<file path="config.mk">
export PLATFORM = sky130hd
export DESIGN_NAME = configurable_deserializer
export DESIGN_NICKNAME = d
export VERILOG_FILES = /design/src/include/deser_pkg.sv /design/src/rtl/configurable_deserializer.sv /design/src/rtl/word_fifo.sv
export SDC_FILE = /design/constraint.sdc
export NUM_CORES = 1
export LEC_CHECK = 0
export BUFFER_PORTS_ARGS = -buffer_cell sky130_fd_sc_hd__buf_2
export CAP_MARGIN = 40
export CORE_MARGIN = 5
export CORE_UTILIZATION = 63
export CTS_BUF_LIST = sky130_fd_sc_hd__clkbuf_8
export DETAILED_ROUTE_END_ITERATION = 16
export GPL_TIMING_DRIVEN = 0
export PLACE_DENSITY = 0.82
export SLEW_MARGIN = 10
export SYNTH_ARGS = -nofsm -noshare
export SYNTH_HDL_FRONTEND = slang
export SYNTH_SLANG_ARGS = --single-unit
</file>
<file path="constraint.sdc">
create_clock -name clock -period 3.36 [get_ports clock]
set_clock_uncertainty 0.2 [all_clocks]
set_input_delay 0.168 -clock clock [delete_from_list [all_inputs] [get_ports clock]]
set_output_delay 0.168 -clock clock [all_outputs]
set_load 0.03 [all_outputs]
</file>
<file path="src/include/deser_pkg.sv">
// Constants, types and helpers shared by the serial-to-parallel converter.
package deser_pkg;

  typedef enum logic {RATE_SDR, RATE_DDR} rate_e;
  typedef enum logic {USE_MEMORY, USE_NETWORKING} use_model_e;
  typedef enum logic [1:0] {PATH_NONE, UNREGISTERED_PATH_ONLY, REGISTERED_PATH_ONLY, PATH_BOTH} delay_path_e;
  typedef enum logic [1:0] {KIND_DEFAULT, KIND_FIXED, KIND_VARIABLE} delay_kind_e;
  typedef enum logic {ROLE_MASTER, ROLE_SLAVE} chain_role_e;

  localparam int unsigned MAX_WIDTH      = 10;
  localparam int unsigned UNIT_WIDTH     = 6;
  localparam int unsigned DEFAULT_WIDTH  = 4;
  localparam int unsigned MEMORY_WIDTH   = 4;
  localparam int unsigned TAP_MAX        = 63;
  localparam int unsigned TAP_DEFAULT    = 0;
  localparam int unsigned DELAY_DEPTH    = TAP_MAX;
  localparam int unsigned CE_COUNT_DEF   = 2;
  localparam int unsigned FIFO_DEPTH_DEF = 8;
  localparam int unsigned LATENCY_TICKS  = 2;
  localparam logic        WORD_LOST_RST  = 1'b0;

  // One fast-clock slot of serial data: edge bits
  typedef struct packed {
    logic rise;
    logic fall;
  } serial_pair_s;

  // Parallel word handed downstream
  typedef struct packed {
    logic [MAX_WIDTH-1:0] bits;
  } word_s;

  function automatic logic width_legal(rate_e rate, use_model_e model, int unsigned w);
    if (model == USE_MEMORY)
      return (rate == RATE_DDR) && (w == MEMORY_WIDTH);
    if (rate == RATE_DDR)
      return (w == 4) || (w == 6) || (w == 8) || (w == 10);
    return (w >= 2) && (w <= 8);
  endfunction

  // Rotation inside the low w bits, upper bits forced low
  function automatic logic [MAX_WIDTH-1:0] rotate_word(logic [MAX_WIDTH-1:0] d, int unsigned k,
                                                      int unsigned w);
    logic [MAX_WIDTH-1:0] r;
    r = '0;
    for (int unsigned i = 0; i < MAX_WIDTH; i++) begin
      if (i < w)
        r[i] = d[(i + w - k) % w];
    end
    return r;
  endfunction

  function automatic logic [MAX_WIDTH-1:0] low_mask(int unsigned w);
    logic [MAX_WIDTH-1:0] m;
    m = '0;
    for (int unsigned i = 0; i < MAX_WIDTH; i++) begin
      if (i < w)
        m[i] = 1'b1;
    end
    return m;
  endfunction

endpackage

</file>
<file path="src/rtl/configurable_deserializer.sv">
// Configurable serial-to-parallel converter with slip, delay line and word FIFO.
`timescale 1ns/10ps
`default_nettype none
module configurable_deserializer #(
  parameter deser_pkg::rate_e       DATA_RATE         = deser_pkg::RATE_DDR,
  parameter int unsigned            DATA_WIDTH        = deser_pkg::DEFAULT_WIDTH,
  parameter deser_pkg::use_model_e  USE_MODEL         = deser_pkg::USE_MEMORY,
  parameter bit                     SLIP_ENABLE       = 1'b0,
  parameter deser_pkg::delay_path_e DELAY_PATH_SELECT = deser_pkg::PATH_NONE,
  parameter deser_pkg::delay_kind_e DELAY_KIND        = deser_pkg::KIND_DEFAULT,
  parameter int unsigned            INITIAL_TAP_COUNT = deser_pkg::TAP_DEFAULT,
  parameter int unsigned            CE_COUNT          = deser_pkg::CE_COUNT_DEF,
  parameter deser_pkg::chain_role_e CHAIN_ROLE        = deser_pkg::ROLE_MASTER,
  parameter int unsigned            FIFO_DEPTH        = deser_pkg::FIFO_DEPTH_DEF
) (
  // Clock, reset, freeze
  input  wire logic                          clock,
  input  wire logic                          rst_n,
  input  wire logic                          clk_en,
  input  wire logic                          active_high_reset,
  // Serial input and enables
  input  wire deser_pkg::serial_pair_s       serial_in,
  input  wire logic                          first_enable,
  input  wire logic                          second_enable,
  input  wire logic                          slip_request,
  input  wire logic                          transfer_clock,
  // Parallel word stream
  output deser_pkg::word_s                   parallel_outputs,
  output logic                               word_valid,
  input  wire logic                          word_ready,
  // Status
  output logic                               unregistered_out,
  output logic                               word_lost,
  output logic                               role_is_master
);
  import deser_pkg::*;

  localparam logic [3:0] WORD_CYCLES = 4'((DATA_RATE == RATE_DDR) ? DATA_WIDTH / 2 : DATA_WIDTH);
  localparam logic [3:0] HALF_CYCLES = 4'((((DATA_RATE == RATE_DDR) ? DATA_WIDTH / 2 : DATA_WIDTH) + 1) / 2);
  localparam int unsigned TAP_USED   = (DELAY_KIND == KIND_DEFAULT) ? 0 : INITIAL_TAP_COUNT;
  // Kept in range even when the tap is unused
  localparam int unsigned TAP_IDX    = (TAP_USED == 0) ? 0 : TAP_USED - 1;
  localparam logic [3:0] SLIP_LAST   = 4'(DATA_WIDTH - 1);
  localparam logic        USE_DLY_REG  = (DELAY_PATH_SELECT == REGISTERED_PATH_ONLY) ||
                                         (DELAY_PATH_SELECT == PATH_BOTH);
  localparam logic        USE_DLY_COMB = (DELAY_PATH_SELECT == UNREGISTERED_PATH_ONLY) ||
                                         (DELAY_PATH_SELECT == PATH_BOTH);
  localparam logic        ROLE_RST     = (CHAIN_ROLE == ROLE_MASTER);
  // Number of chained units the word spans
  localparam int unsigned UNITS        = (DATA_WIDTH > UNIT_WIDTH) ? 2 : 1;

  // Elaboration-time checks: bad settings never reach silicon
  if (!width_legal(DATA_RATE, USE_MODEL, DATA_WIDTH)) begin : g_bad_width
    $error("Illegal width for this rate and use model");
  end
  if ((USE_MODEL == USE_NETWORKING) && !SLIP_ENABLE) begin : g_bad_slip_net
    $error("Networking mode needs the slip unit enabled");
  end
  if ((USE_MODEL == USE_MEMORY) && SLIP_ENABLE) begin : g_bad_slip_mem
    $error("Memory mode cannot use the slip unit");
  end
  if ((USE_MODEL == USE_MEMORY) && (UNITS > 1)) begin : g_bad_chain
    $error("Chained units are not allowed in memory mode");
  end
  if ((CE_COUNT != 1) && (CE_COUNT != 2)) begin : g_bad_ce
    $error("Clock-enable count must be one or two");
  end
  if (INITIAL_TAP_COUNT > TAP_MAX) begin : g_bad_tap
    $error("Initial tap count out of range");
  end
  if ((CHAIN_ROLE == ROLE_SLAVE) && (UNITS == 1)) begin : g_bad_role
    $error("Slave role only exists inside a wide chained pair");
  end

  typedef struct packed {
    serial_pair_s [DELAY_DEPTH-1:0] dly;
    logic [3:0]                     phase;
    logic [MAX_WIDTH-1:0]           shreg;
    logic [MAX_WIDTH-1:0]           stage1;
    logic                           stage1_v;
    logic [MAX_WIDTH-1:0]           stage2;
    logic                           stage2_v;
    logic [3:0]                     slip_cnt;
    logic                           comb_out;
    logic                           word_lost;
    logic                           role_master;
  } core_state_s;

  localparam core_state_s STATE_RST = '{dly: '0, phase: '0, shreg: '0, stage1: '0, stage1_v: 1'b0,
                                        stage2: '0, stage2_v: 1'b0, slip_cnt: '0, comb_out: 1'b0,
                                        word_lost: WORD_LOST_RST, role_master: ROLE_RST};

  // Reset release through two flops; assertion stays asynchronous
  logic [1:0]   rst_sync_reg;
  logic         rst_core_n;
  core_state_s  s_reg;
  core_state_s  s_next;
  serial_pair_s delayed;
  serial_pair_s reg_path;
  logic         capture_en;
  logic         tick;
  logic         fifo_ready;
  logic         fifo_valid;
  logic [MAX_WIDTH-1:0] fifo_data;

  always_ff @(posedge clock or negedge rst_n) begin
    if (!rst_n)
      rst_sync_reg <= 2'b00;
    else
      rst_sync_reg <= {rst_sync_reg[0], 1'b1};
  end
  assign rst_core_n = rst_sync_reg[1];

  // Delay line modelled as whole-cycle taps
  always_comb begin
    if (TAP_USED == 0)
      delayed = serial_in;
    else
      delayed = s_reg.dly[TAP_IDX];
  end

  assign reg_path = USE_DLY_REG ? delayed : serial_in;

  // Enable split across halves of the divided cycle
  always_comb begin
    if (CE_COUNT == 2)
      capture_en = (s_reg.phase < HALF_CYCLES) ? first_enable : second_enable;
    else
      capture_en = first_enable;
  end

  assign tick = (s_reg.phase == WORD_CYCLES - 4'h1);

  always_comb begin
    s_next = s_reg;
    if (clk_en) begin
      s_next.dly      = {s_reg.dly[DELAY_DEPTH-2:0], serial_in};
      s_next.comb_out = USE_DLY_COMB ? delayed.rise : serial_in.rise;
      s_next.phase    = tick ? 4'h0 : s_reg.phase + 4'h1;
      if (capture_en) begin
        if (DATA_RATE == RATE_DDR)
          s_next.shreg = {s_reg.shreg[MAX_WIDTH-3:0], reg_path.rise, reg_path.fall};
        else
          s_next.shreg = {s_reg.shreg[MAX_WIDTH-2:0], reg_path.rise};
      end
      if (fifo_ready)
        s_next.stage2_v = 1'b0;
      if (tick) begin
        // Second stage: slip in networking, transfer in memory
        if (USE_MODEL == USE_NETWORKING) begin
          if (s_reg.stage1_v) begin
            s_next.stage2   = rotate_word(s_reg.stage1, 32'(s_reg.slip_cnt), DATA_WIDTH);
            s_next.stage2_v = 1'b1;
            if (s_reg.stage2_v && !fifo_ready)
              s_next.word_lost = 1'b1;
          end
          // Transfer clock pin has no effect here
          if (SLIP_ENABLE && slip_request)
            s_next.slip_cnt = (s_reg.slip_cnt == SLIP_LAST) ? 4'h0 : s_reg.slip_cnt + 4'h1;
        end else if (s_reg.stage1_v && transfer_clock) begin
          s_next.stage2   = s_reg.stage1;
          s_next.stage2_v = 1'b1;
          if (s_reg.stage2_v && !fifo_ready)
            s_next.word_lost = 1'b1;
        end
        s_next.stage1   = s_next.shreg & low_mask(DATA_WIDTH);
        s_next.stage1_v = 1'b1;
      end
    end
    // Synchronous data clear leaves role and config alone
    if (active_high_reset) begin
      s_next             = STATE_RST;
      s_next.role_master = s_reg.role_master;
    end
  end

  always_ff @(posedge clock or negedge rst_core_n) begin
    if (!rst_core_n)
      s_reg <= STATE_RST;
    else
      s_reg <= s_next;
  end

  // Serial data cannot stall, so a full FIFO costs a word
  word_fifo #(
    .WIDTH (MAX_WIDTH),
    .DEPTH (FIFO_DEPTH)
  ) u_fifo (
    .clock     (clock),
    .rst_n     (rst_core_n),
    .ce        (clk_en),
    .clear     (active_high_reset),
    .in_valid  (s_reg.stage2_v),
    .in_data   (s_reg.stage2),
    .in_ready  (fifo_ready),
    .out_valid (fifo_valid),
    .out_data  (fifo_data),
    .out_ready (word_ready)
  );

  assign parallel_outputs.bits = fifo_data;
  assign word_valid            = fifo_valid;
  assign unregistered_out      = s_reg.comb_out;
  assign word_lost             = s_reg.word_lost;
  assign role_is_master        = s_reg.role_master;
endmodule
`default_nettype wire

</file>
<file path="src/rtl/word_fifo.sv">
// Small word FIFO with a registered read port.
`timescale 1ns/10ps
`default_nettype none
module word_fifo #(
  parameter int unsigned WIDTH = 10,
  parameter int unsigned DEPTH = 8
) (
  // Clock and control
  input  wire logic             clock,
  input  wire logic             rst_n,
  input  wire logic             ce,
  input  wire logic             clear,
  // Fill side
  input  wire logic             in_valid,
  input  wire logic [WIDTH-1:0] in_data,
  output logic                  in_ready,
  // Drain side
  output logic                  out_valid,
  output logic [WIDTH-1:0]      out_data,
  input  wire logic             out_ready
);
  localparam int unsigned PW = (DEPTH > 1) ? $clog2(DEPTH) : 1;
  localparam int unsigned CW = $clog2(DEPTH + 1);

  typedef struct packed {
    logic [DEPTH-1:0][WIDTH-1:0] mem;
    logic [PW-1:0]               wptr;
    logic [PW-1:0]               rptr;
    logic [CW-1:0]               count;
    logic [WIDTH-1:0]            rdata;
    logic                        rvalid;
  } fifo_state_s;

  fifo_state_s s_reg;
  fifo_state_s s_next;
  logic        push;
  logic        pop;

  assign in_ready  = (s_reg.count < CW'(DEPTH));
  assign out_valid = s_reg.rvalid;
  assign out_data  = s_reg.rdata;

  always_comb begin
    s_next = s_reg;
    push   = ce && in_valid && in_ready;
    pop    = ce && (s_reg.count != '0) && (!s_reg.rvalid || out_ready);
    if (ce) begin
      if (s_reg.rvalid && out_ready)
        s_next.rvalid = 1'b0;
      if (pop) begin
        s_next.rdata  = s_reg.mem[s_reg.rptr];
        s_next.rvalid = 1'b1;
        s_next.rptr   = (s_reg.rptr == PW'(DEPTH - 1)) ? '0 : s_reg.rptr + 1'b1;
      end
      if (push) begin
        s_next.mem[s_reg.wptr] = in_data;
        s_next.wptr            = (s_reg.wptr == PW'(DEPTH - 1)) ? '0 : s_reg.wptr + 1'b1;
      end
      s_next.count = s_reg.count + CW'(push) - CW'(pop);
    end
    // Data clear empties the queue even while frozen
    if (clear)
      s_next = '0;
  end

  always_ff @(posedge clock or negedge rst_n) begin
    if (!rst_n)
      s_reg <= '0;
    else
      s_reg <= s_next;
  end
endmodule
`default_nettype wire

</file>
==> out/results.ini, run 1 <==
[placed_design]
hpwlAfterDp_um = 5680
numPortBuffers = 21
dp_worst_setup_slack_ns = 0.0943
gp_routability_congestion = 0.816
placed_cells_incl_taps = 448

[job]
maxcap_viol_count = 0

[power]
power_per_cell_area_nw_per_um2 = 496
power_leakage_nw = 2.19
worst_ir_drop_vdd_mv = 0.372

[synthesis]
synth_cells = 350
synth.largest_area_cell = dfrtp_1
synthesis.yosys.warnings = 0
register_area_share_after_synthesis = 0.507
avgSynthCellArea_um2 = 11.1
syn_area_um2 = 3900
synth_top_area_frac = 0.507
ys_seq_elements = 79
post_synth_num_cell_types = 42
largest_cells_by_area_after_synthesis = dfrtp_1 51%, mux2i_1 13%, nor2_1 5.9%

[sta]
timing.max_slew.rel_slack = 0.573
fmax_mhz = 323
report.final.slew_viol_count = 0
finalHoldViolations = 0
finalSetupViolations = 0
accumulated_negative_setup_slack_ns = 0
tightest_slew_ns = 0.641
final.setup.worst_slack_ns = 0.265
rsz0062_at_grt = false
period_share = 0.921
post-route-min-period_ns = 3.10

[cts]
numCtsBuffers = 9
master_cell_of_the_clock_root_buffer = clkbuf_8
total_number_of_h_tree_levels = 3
insertion_delay_to_the_later_sink_of_the_worst_skew_pair_ns = 0.35
clkSlewWorstSetupHoldPaths_ns = 0.08
clock_tree_from_tritoncts = built
post-cts-setup-buffer-count = 0
clock-sinks = 79
clock_path_buffers = 2

[route]
antenna_left = 0
number_of_detailed_routing_iterations_run_before_antenna_repair = 4
drc = 0
per_cell_via_count_in_the_routed_design = 5.69
wirelength_um = 8310
drt_iter0_drcs = 169
num_vias = 2698
routedWlPerCell_um = 17.5

[critical_path]
timing.setup.critical_path_class = flop to flop
worst_setup_path_end_kind = flop
worstPathRequired_ns = 3.42
timing.critical_path.fanout_max = 8
timing.critical_path.from_type = flop
worstPathArrival_ns = 3.16

[grt]
globalRoute.totalOverflow = 0
grt_max_degree = 46
grt_pass1_vias = 2803
grt_use_total = 0.238
first_pass_grt_wire_length_um = 13900
grt_antenna_before_repair = 0

[die]
top_level_ports = 25
core_region_area_um2 = 5960
die-height_um = 88.7
floorplan_row_count = 28
initial_cell_density_of_the_core = 0.655
die_area_um2 = 7870
die_width_um = 88.7

[finish]
largest_register_ff_count = 50
layout_commonest_cell = dfrtp_1
flow.area_growth_from_synthesis_pct = 14.0
drive_above_1_share = 0.198
instances_no_fill = 474
nNetsFinal = 415
n_antenna_cell = 0
layout_common_cells = 78 x dfrtp_1, 61 x nor2_1, 50 x mux2i_1

[hold_path]
hp-class = input pin to flop

[run_status]
result_of_the_run = finished, final reports clean

-- critical path, cell delays in order (launching register included) --
cell,delay (ns)
dfrtp_1,0.43
inv_1,0.09
ha_1,0.13
or3b_2,0.48
nand3_1,0.25
inv_2,0.13
ha_1,0.29
inv_1,0.04
ha_1,0.21
fa_1,0.38
xnor2_1,0.14
a211oi_1,0.23
-- through the flow --
stage               utilization  hold slack (ns)  total power, mW  area, um2
floorplan                     -           -0.328             1.35       3910
global placement          0.689           -0.247             1.44       4110
detailed placement        0.695           -0.246             1.45       4140
CTS                       0.747           0.0501             2.21       4450
global route              0.747           0.0947             2.30       4450
finish                    0.747           0.0546             2.21       4450
-- kinds of logic (layout without fill, tap and decap cells) --
logic type / count (synthesis) / after routing / synth area share
xor gates and xnor gates: 6 / 6 / 0.0135
DFF: 79 / 79 / 0.507
and+or+nand+nor: 118 / 118 / 0.153
muxes: 61 / 61 / 0.189
other: 1 / 2 / 0.000961
AOI/OAI and AO/OA: 32 / 32 / 0.0471
adders and majority gates: 10 / 10 / 0.0340
buffers and inverters: 43 / 91 / 0.0551
-- power breakdown --
part / leakage [nW] / internal (mW) / switching (mW)
combinational: 0.999 / 0.176 / 0.240
sequential: 1.09 / 0.988 / 0.0419
clock: 0.106 / 0.413 / 0.349
-- Yosys cell counts, drive strengths merged --
library cell	number
mux2i	51
nor2	62
or4	1
a21oi	15
nor3	9
clkbuf	15
nor3b	3
xnor2	3
buf	19
nand3b	1
nor2b	1
dfrtp	79
inv	8
conb	1
nor4	1
nand4	2
nand4b	2
nand2b	7
nand2	20
or3b	1
xor2	3
o21ai	5
a211oi	6
o22ai	5
fa	1
a21o	1
or3	3
or4b	2
nand3	3
clkinv	1
mux4	10
ha	9
-- what timing repair did --
item	CTS	global route
resized for setup	0	1
endpoints found under the hold margin	10	0
setup endpoints to repair	0	3
hold buffers	10	0
-- final timing paths --
| check | slack [ns] | startpoint | endpoint | cells past startpoint |
|---|---|---|---|---|
| min in group asynchronous | 0.09 | rst_sync_reg[1]$_DFF_PN0_ | u_fifo.s_reg[53]$_DFFE_PN0P_ | 0 |
| setup reg to reg | 0.26 | u_fifo.s_reg[14]$_DFFE_PN0P_ | u_fifo.s_reg[13]$_DFFE_PN0P_ | 11 |
| setup / recovery | 0.26 | u_fifo.s_reg[14]$_DFFE_PN0P_ | u_fifo.s_reg[13]$_DFFE_PN0P_ | 11 |
| hold / removal | 0.05 | clk_en | s_reg[41]$_DFFE_PN0P_ | 4 |
| max in group asynchronous | 2.30 | rst_sync_reg[1]$_DFF_PN0_ | s_reg[8]$_DFFE_PN0P_ | 1 |
| hold reg to reg | 0.09 | rst_sync_reg[1]$_DFF_PN0_ | u_fifo.s_reg[53]$_DFFE_PN0P_ | 0 |
-- cell type report --
cell class,count,area [um2]
fill,402,1510
clock inverter,7,88.8
clock buffer,9,124
timing repair buffer,32,233
multi-input combinational,229,1710
buffer,34,181
sequential,79,1980
tap,75,93.8
inverter,9,33.8
-- per-layer routing --
metal / part of all wire / routed length, um / GRT usage / vias up
met1: 0.45 / 3750 / 0.312 / 1335
met5: 0 / 0 / 0 / -
li1: - / - / - / 1282
met3: 0.037 / 304 / 0.0391 / 16
met2: 0.49 / 4080 / 0.396 / 65
met4: 0.021 / 177 / 0.0989 / 0
No activity file was read; power rests on OpenSTA's default activity.
==> run 2, diff against run 1 <==
Settings changed: CORE_UTILIZATION 63 to 57, PLACE_DENSITY 0.82 to 0.79.
Clock period 3.36 ns to 2.5 ns, I/O delays scaled along.
==> out/results.ini, run 2 (synthesized netlist as in run 1, its figures left out) <==
[grt]
grt_antenna_before_repair = 0  ; unchanged
grt_use_total = 0.210  ; -0.0288
globalRoute.totalOverflow = 0  ; unchanged
grt_max_degree = 54  ; +17%
grt_pass1_vias = 2666  ; -4.9%
first_pass_grt_wire_length_um = 13800  ; -0.99%

[critical_path]
timing.setup.critical_path_class = flop to flop
worstSetupPathDepth = 11  ; unchanged
timing.critical_path.fanout_max = 2  ; -6
cp_top_family = adder cells
worstPathRequired_ns = 2.57  ; -0.85 ns
reg_to_reg_slack_setup_ns = -0.09  ; -0.35 ns
critPathMostFrequentCell = ha_4
worstPathArrival_ns = 2.66  ; -0.50 ns
worst_path_max_delay_cell = dfrtp_1
critPathMaxStageDelay_ns = 0.39  ; -0.09 ns
worst_setup_path_end_kind = flop
timing.critical_path.from_type = flop
worst_r2r_path_depth = 11  ; unchanged
worstPathCellList = inv_2 -> ha_4 -> or3b_4 -> nand3_4 -> clkinv_4 -> ha_4 -> inv_2 -> ha_4 -> fa_2 -> xnor2_2 -> a211oi_2
crit_buf_inv = 3  ; unchanged

[finish]
fill_cells = 493  ; +23%
nNetsFinal = 418  ; +0.72%
drive_above_1_share = 0.239  ; +0.0408
stdcell_area_um2 = 4520  ; +1.7%
multi_input_comb_area_um2 = 1790  ; +4.2%
n_antenna_cell = 0  ; unchanged
layout_commonest_cell = dfrtp_1
final-seq-area_um2 = 1980  ; unchanged
instances_no_fill = 482  ; +1.7%
postLayoutCoreUtil = 0.673  ; -0.0737
layout_common_cells = 78 x dfrtp_1, 61 x nor2_1, 50 x mux2i_1
flow.area_growth_from_synthesis_pct = 15.9
largest_register_ff_count = 50  ; unchanged

[placed_design]
numPortBuffers = 21  ; unchanged
placed_cells_incl_taps = 453  ; +1.1%
hpwlAfterDp_um = 5680  ; about the same
gp_routability_congestion = 0.801  ; -1.8%
dpl_cell_area_um2 = 4170  ; +0.85%

[cts]
clock-sinks = 79  ; unchanged
clock_tree_from_tritoncts = built
master_cell_of_the_clock_root_buffer = clkbuf_8
clock_path_buffers = 2  ; unchanged
numCtsBuffers = 9  ; unchanged
clkSlewWorstSetupHoldPaths_ns = 0.08  ; about the same
insertion_delay_to_the_later_sink_of_the_worst_skew_pair_ns = 0.35  ; about the same
total_number_of_h_tree_levels = 3  ; unchanged

[power]
worst_ir_drop_vdd_mv = 0.316  ; -15%
power_leakage_nw = 2.21  ; +0.95%
power_per_cell_area_nw_per_um2 = 657  ; +32%
combinationalPowerShare = 0.224  ; +0.036
power.sequential.fraction = 0.465  ; -0.002
internal-power_mw = 2.11  ; +34%
power.switching_fraction = 0.291  ; +0.00481
clock_power_share = 0.311  ; -0.034
switching_power_mw = 0.863  ; +37%

[route]
wirelength_met1_um = 3630  ; -3.2%
routedWlPerCell_um = 17.1  ; -2.7%
number_of_detailed_routing_iterations_run_before_antenna_repair = 4  ; unchanged
per_cell_via_count_in_the_routed_design = 5.58  ; -2.0%
drt_iter0_drcs = 207  ; +22%
drc = 0  ; unchanged
routed-wl-met2_um = 4090  ; +0.22%
met3_wirelength_um = 378  ; +24%
antenna_left = 0  ; unchanged
num_vias = 2688  ; -0.37%
wirelength_um = 8230  ; -1.0%
topRoutingLayerUsed = met4

[die]
initial_cell_density_of_the_core = 0.581  ; -0.0744
floorplan_row_count = 30  ; +7.1%
core_region_area_um2 = 6720  ; +13%
die-height_um = 92.7  ; +4.6%
die_width_um = 92.7  ; +4.6%
die_area_um2 = 8600  ; +9.3%
top_level_ports = 25  ; unchanged

[sta]
timing.max_slew.rel_slack = 0.557  ; -0.0157
fmax_mhz = 386  ; +20%
tightest_slew_ns = 0.665  ; +0.0235 ns
finalSetupViolations = 2  ; +2
finalHoldViolations = 0  ; unchanged
final.hold.worst_slack_ns = 0.0240  ; -0.0306 ns
report.final.slew_viol_count = 0  ; unchanged
rsz0062_at_grt = true
period_share = 1.04  ; +0.115
accumulated_negative_setup_slack_ns = -0.128  ; -0.128 ns
final.setup.worst_slack_ns = -0.0892  ; -0.354 ns
post-route-min-period_ns = 2.59  ; -0.506 ns

[run_status]
violations = setup timing
result_of_the_run = finished with violations

[hold_path]
worstHoldPathCells = 4  ; unchanged
hp-class = input pin to flop

[job]
maxcap_viol_count = 0  ; unchanged

## run 2: layout make-up
| cell class | count | area share |
|---|---|---|
| Tap cell | 80 | 0.0221 |
| Timing Repair Buffer | 35 | 0.0548 |
| Clock inverter | 6 | 0.0116 |
| Inverter | 9 | 0.00857 |
| Buffer | 34 | 0.0401 |
| Clock buffer | 10 | 0.0304 |
| Multi-Input combinational cell | 229 | 0.395 |
| Sequential cell | 79 | 0.438 |
## run 2: per-layer routing
layer  vias up  track usage
li1       1282            -
met1      1339        0.283
met2        53        0.340
met3        14       0.0463
met4         0       0.0647
met5         -            0
## run 2: power groups by stage
stage | Combinational, mW | Sequential (mW) | Clock, mW
floorplan | 0.431 | 1.41 | 0
global placement | 0.542 | 1.42 | 0
detailed placement | 0.573 | 1.41 | 0
CTS | 0.636 | 1.38 | 0.934
global route | 0.738 | 1.39 | 0.996
finish | 0.666 | 1.38 | 0.923
## run 2: what timing repair did
item                       in CTS  in global routing
hold endpoints to repair       10                  0
gates cloned                    0                  0
pin swaps                       0                  4
setup endpoints to repair       3                  3
buffers inserted                5                  1
hold buffers                    7                  0
gates resized for setup         6                  4
## run 2: worst reg2reg max path, stage by stage (launching register included)
cell,delay [ns]
dfrtp_1,0.39
inv_2,0.08
ha_4,0.12
or3b_4,0.39
nand3_4,0.09
clkinv_4,0.06
ha_4,0.26
inv_2,0.04
ha_4,0.16
fa_2,0.37
xnor2_2,0.15
a211oi_2,0.20
## run 2: through the flow
step                worst slack [ns]  power [mW]
floorplan                    -0.0600        1.84
global placement              -0.211        1.96
detailed placement            -0.223        1.98
CTS                          -0.0517        2.95
global route                  -0.172        3.12
finish                       -0.0892        2.97
## run 2: final timing paths
check / to / start
hold reg to reg: u_fifo.s_reg[42]$_DFFE_PN0P_ / rst_sync_reg[1]$_DFF_PN0_
max in group asynchronous: s_reg[10]$_DFFE_PN0P_ / rst_sync_reg[1]$_DFF_PN0_
setup / recovery: u_fifo.s_reg[13]$_DFFE_PN0P_ / u_fifo.s_reg[13]$_DFFE_PN0P_
setup reg to reg: u_fifo.s_reg[13]$_DFFE_PN0P_ / u_fifo.s_reg[13]$_DFFE_PN0P_
hold / removal: s_reg[41]$_DFFE_PN0P_ / clk_en
min in group asynchronous: u_fifo.s_reg[42]$_DFFE_PN0P_ / rst_sync_reg[1]$_DFF_PN0_
==> run 3, diff against run 2 <==
Settings changed: BUFFER_PORTS_ARGS -buffer_cell sky130_fd_sc_hd__buf_2 to not set, CORE_UTILIZATION 57 to 59, DONT_BUFFER_PORTS set to 1, PLACE_DENSITY 0.79 to 0.78.
==> out/results.ini, run 3 (synthesized netlist as in run 1, its figures left out) <==
[cts]
clock_path_buffers = 2  ; unchanged
insertion_delay_to_the_later_sink_of_the_worst_skew_pair_ns = 0.34  ; about the same
total_number_of_h_tree_levels = 3  ; unchanged
clock_tree_from_tritoncts = built
master_cell_of_the_clock_root_buffer = clkbuf_8
clock-sinks = 79  ; unchanged
numCtsBuffers = 9  ; unchanged
clkSlewWorstSetupHoldPaths_ns = 0.08  ; about the same

[finish]
flow.area_growth_from_synthesis_pct = 13.6
n_antenna_cell = 0  ; unchanged
fill_cells = 476  ; -3.4%
final-seq-area_um2 = 1980  ; unchanged
drive_above_1_share = 0.199  ; -0.0393
layout_commonest_cell = dfrtp_1
stdcell_area_um2 = 4430  ; -2.0%
largest_register_ff_count = 50  ; unchanged
layout_common_cells = 78 x dfrtp_1, 61 x nor2_1, 50 x mux2i_1
multi_input_comb_area_um2 = 1780  ; -0.42%
nNetsFinal = 402  ; -3.8%

[route]
routedWlPerCell_um = 18.1  ; +6.3%
number_of_detailed_routing_iterations_run_before_antenna_repair = 4  ; unchanged
antenna_left = 0  ; unchanged
drt_iter0_drcs = 167  ; -19%
per_cell_via_count_in_the_routed_design = 5.77  ; +3.5%
wirelength_um = 8400  ; +2.1%
num_vias = 2673  ; -0.56%
drc = 0  ; unchanged

[critical_path]
reg_to_reg_start = u_fifo.s_reg[13]$_DFFE_PN0P_
crit_start = u_fifo.s_reg[13]$_DFFE_PN0P_
worstPathCellList = inv_2 -> ha_4 -> or3b_4 -> nand3_4 -> clkinv_4 -> ha_4 -> inv_2 -> ha_4 -> fa_2 -> mux2i_1 -> nor2_1
timing.critical_path.fanout_max = 2  ; unchanged
worstPathArrival_ns = 2.64  ; -0.02 ns
worstSetupPathDepth = 11  ; unchanged
reg_to_reg_slack_setup_ns = -0.07  ; +0.02 ns
worstPathRequired_ns = 2.57  ; about the same
critPathMostFrequentCell = ha_4
timing.critical_path.from_type = flop
worst_r2r_path_depth = 11  ; unchanged
crit_buf_inv = 3  ; unchanged
critPathMaxStageDelay_ns = 0.52  ; +0.13 ns
timing.setup.critical_path_class = flop to flop
cp_top_family = adder cells
worst_setup_path_end_kind = flop
worst_path_max_delay_cell = fa_2
worst_setup_path_endpoint = u_fifo.s_reg[12]$_DFFE_PN0P_
critical_path.reg2reg.endpoint = u_fifo.s_reg[12]$_DFFE_PN0P_

[sta]
rsz0062_at_grt = true
final.setup.worst_slack_ns = -0.0741  ; +0.0151 ns
report.final.slew_viol_count = 0  ; unchanged
period_share = 1.03  ; -0.00604
tightest_slew_ns = 0.687  ; +0.0220 ns
accumulated_negative_setup_slack_ns = -0.156  ; -0.0288 ns
finalHoldViolations = 0  ; unchanged
finalSetupViolations = 3  ; +1
post-route-min-period_ns = 2.57  ; -0.0151 ns
fmax_mhz = 388  ; +0.59%
timing.max_slew.rel_slack = 0.542  ; -0.0146

[placed_design]
numPortBuffers = 0  ; -100%
hpwlAfterDp_um = 5620  ; -1.1%
dpl_cell_area_um2 = 4060  ; -2.8%
gp_routability_congestion = 0.833  ; +3.9%

[die]
die_width_um = 91.3  ; -1.5%
top_level_ports = 25  ; unchanged
core_region_area_um2 = 6390  ; -5.0%
die_area_um2 = 8340  ; -3.0%
initial_cell_density_of_the_core = 0.611  ; +0.0303
die-height_um = 91.3  ; -1.5%
floorplan_row_count = 29  ; -3.3%

[run_status]
violations = setup timing
result_of_the_run = finished with violations

[grt]
grt_antenna_before_repair = 0  ; unchanged
first_pass_grt_wire_length_um = 14300  ; +3.9%
grt_use_total = 0.218  ; +0.00810
globalRoute.totalOverflow = 0  ; unchanged
grt_max_degree = 43  ; -20%
grt_pass1_vias = 2788  ; +4.6%

[power]
power_leakage_nw = 2.11  ; -4.8%
total_power_mw = 2.86  ; -3.6%
worst_ir_drop_vdd_mv = 0.415  ; +31%
power_per_cell_area_nw_per_um2 = 646  ; -1.5%

[job]
maxcap_viol_count = 0  ; unchanged

[hold_path]
hp-class = input pin to flop
worstHoldPathCells = 4  ; unchanged

run 3: how the worst min path moves through the flow:
| stage | start | endpoint | slack (ns) |
|---|---|---|---|
| 6_report | clk_en | s_reg[41]$_DFFE_PN0P_ | 0.03 |
| 5_1_grt | clk_en | s_reg[41]$_DFFE_PN0P_ | 0.07 |
| 4_1_cts | clk_en | s_reg[41]$_DFFE_PN0P_ | 0.03 |
| 3_5_place_dp | rst_n | rst_sync_reg[0]$_DFF_PN0_ | -0.37 |
| 3_3_place_gp | rst_n | rst_sync_reg[0]$_DFF_PN0_ | -0.37 |
| 2_1_floorplan | rst_n | rst_sync_reg[0]$_DFF_PN0_ | -0.37 |
run 3: per-stage QoR:
stage	setup WS, ns	hold WS (ns)	cells	utilization
final	-0.0741	0.0293	463	0.694
after global routing	-0.191	0.0697	463	0.694
after CTS	-0.128	0.0316	461	0.691
after detailed placement	-0.272	-0.371	429	0.635
after global placement	-0.214	-0.371	428	0.631
after floorplan	-0.0600	-0.371	351	-
run 3: power by group:
part / total [mW] / switching, mW / internal, mW / leakage [nW]
registers: 1.39 / 0.0660 / 1.33 / 1.09
clock network: 0.847 / 0.464 / 0.382 / 0.0918
logic: 0.624 / 0.347 / 0.277 / 0.929
total: 2.86 / 0.878 / 1.99 / 2.11
run 3: area by class of cell:
type | count | share of cell area
Buffer | 34 | 0.0409
Clock buffer | 10 | 0.0311
Clock inverter | 6 | 0.00819
Inverter | 9 | 0.00875
Multi-Input combinational cell | 229 | 0.401
Sequential cell | 79 | 0.447
Tap cell | 77 | 0.0217
Timing Repair Buffer | 19 | 0.0412
run 3: tightest hold or removal path, stage by stage:
cell and delay, ns:
buf_4 0.16, nand3_1 0.10, xor2_1 0.06, nor2_1 0.08
run 3: timing repair:
action | 4_1_cts | 5_1_grt
pin swaps | 6 | 8
setup endpoints to repair | 3 | 3
setup buffers | 5 | 2
cloned | 0 | 0
hold buffers | 11 | 0
resized for setup | 8 | 1
hold endpoints to repair | 19 | 0
run 3: per-layer routing:
metal	routed length (um)	vias up	share of wire	GRT usage
li1	-	1255	-	-
met1	3730	1348	0.44	0.296
met2	4180	58	0.50	0.347
met3	349	12	0.042	0.0430
met4	137	0	0.016	0.0844
met5	0	-	0	0
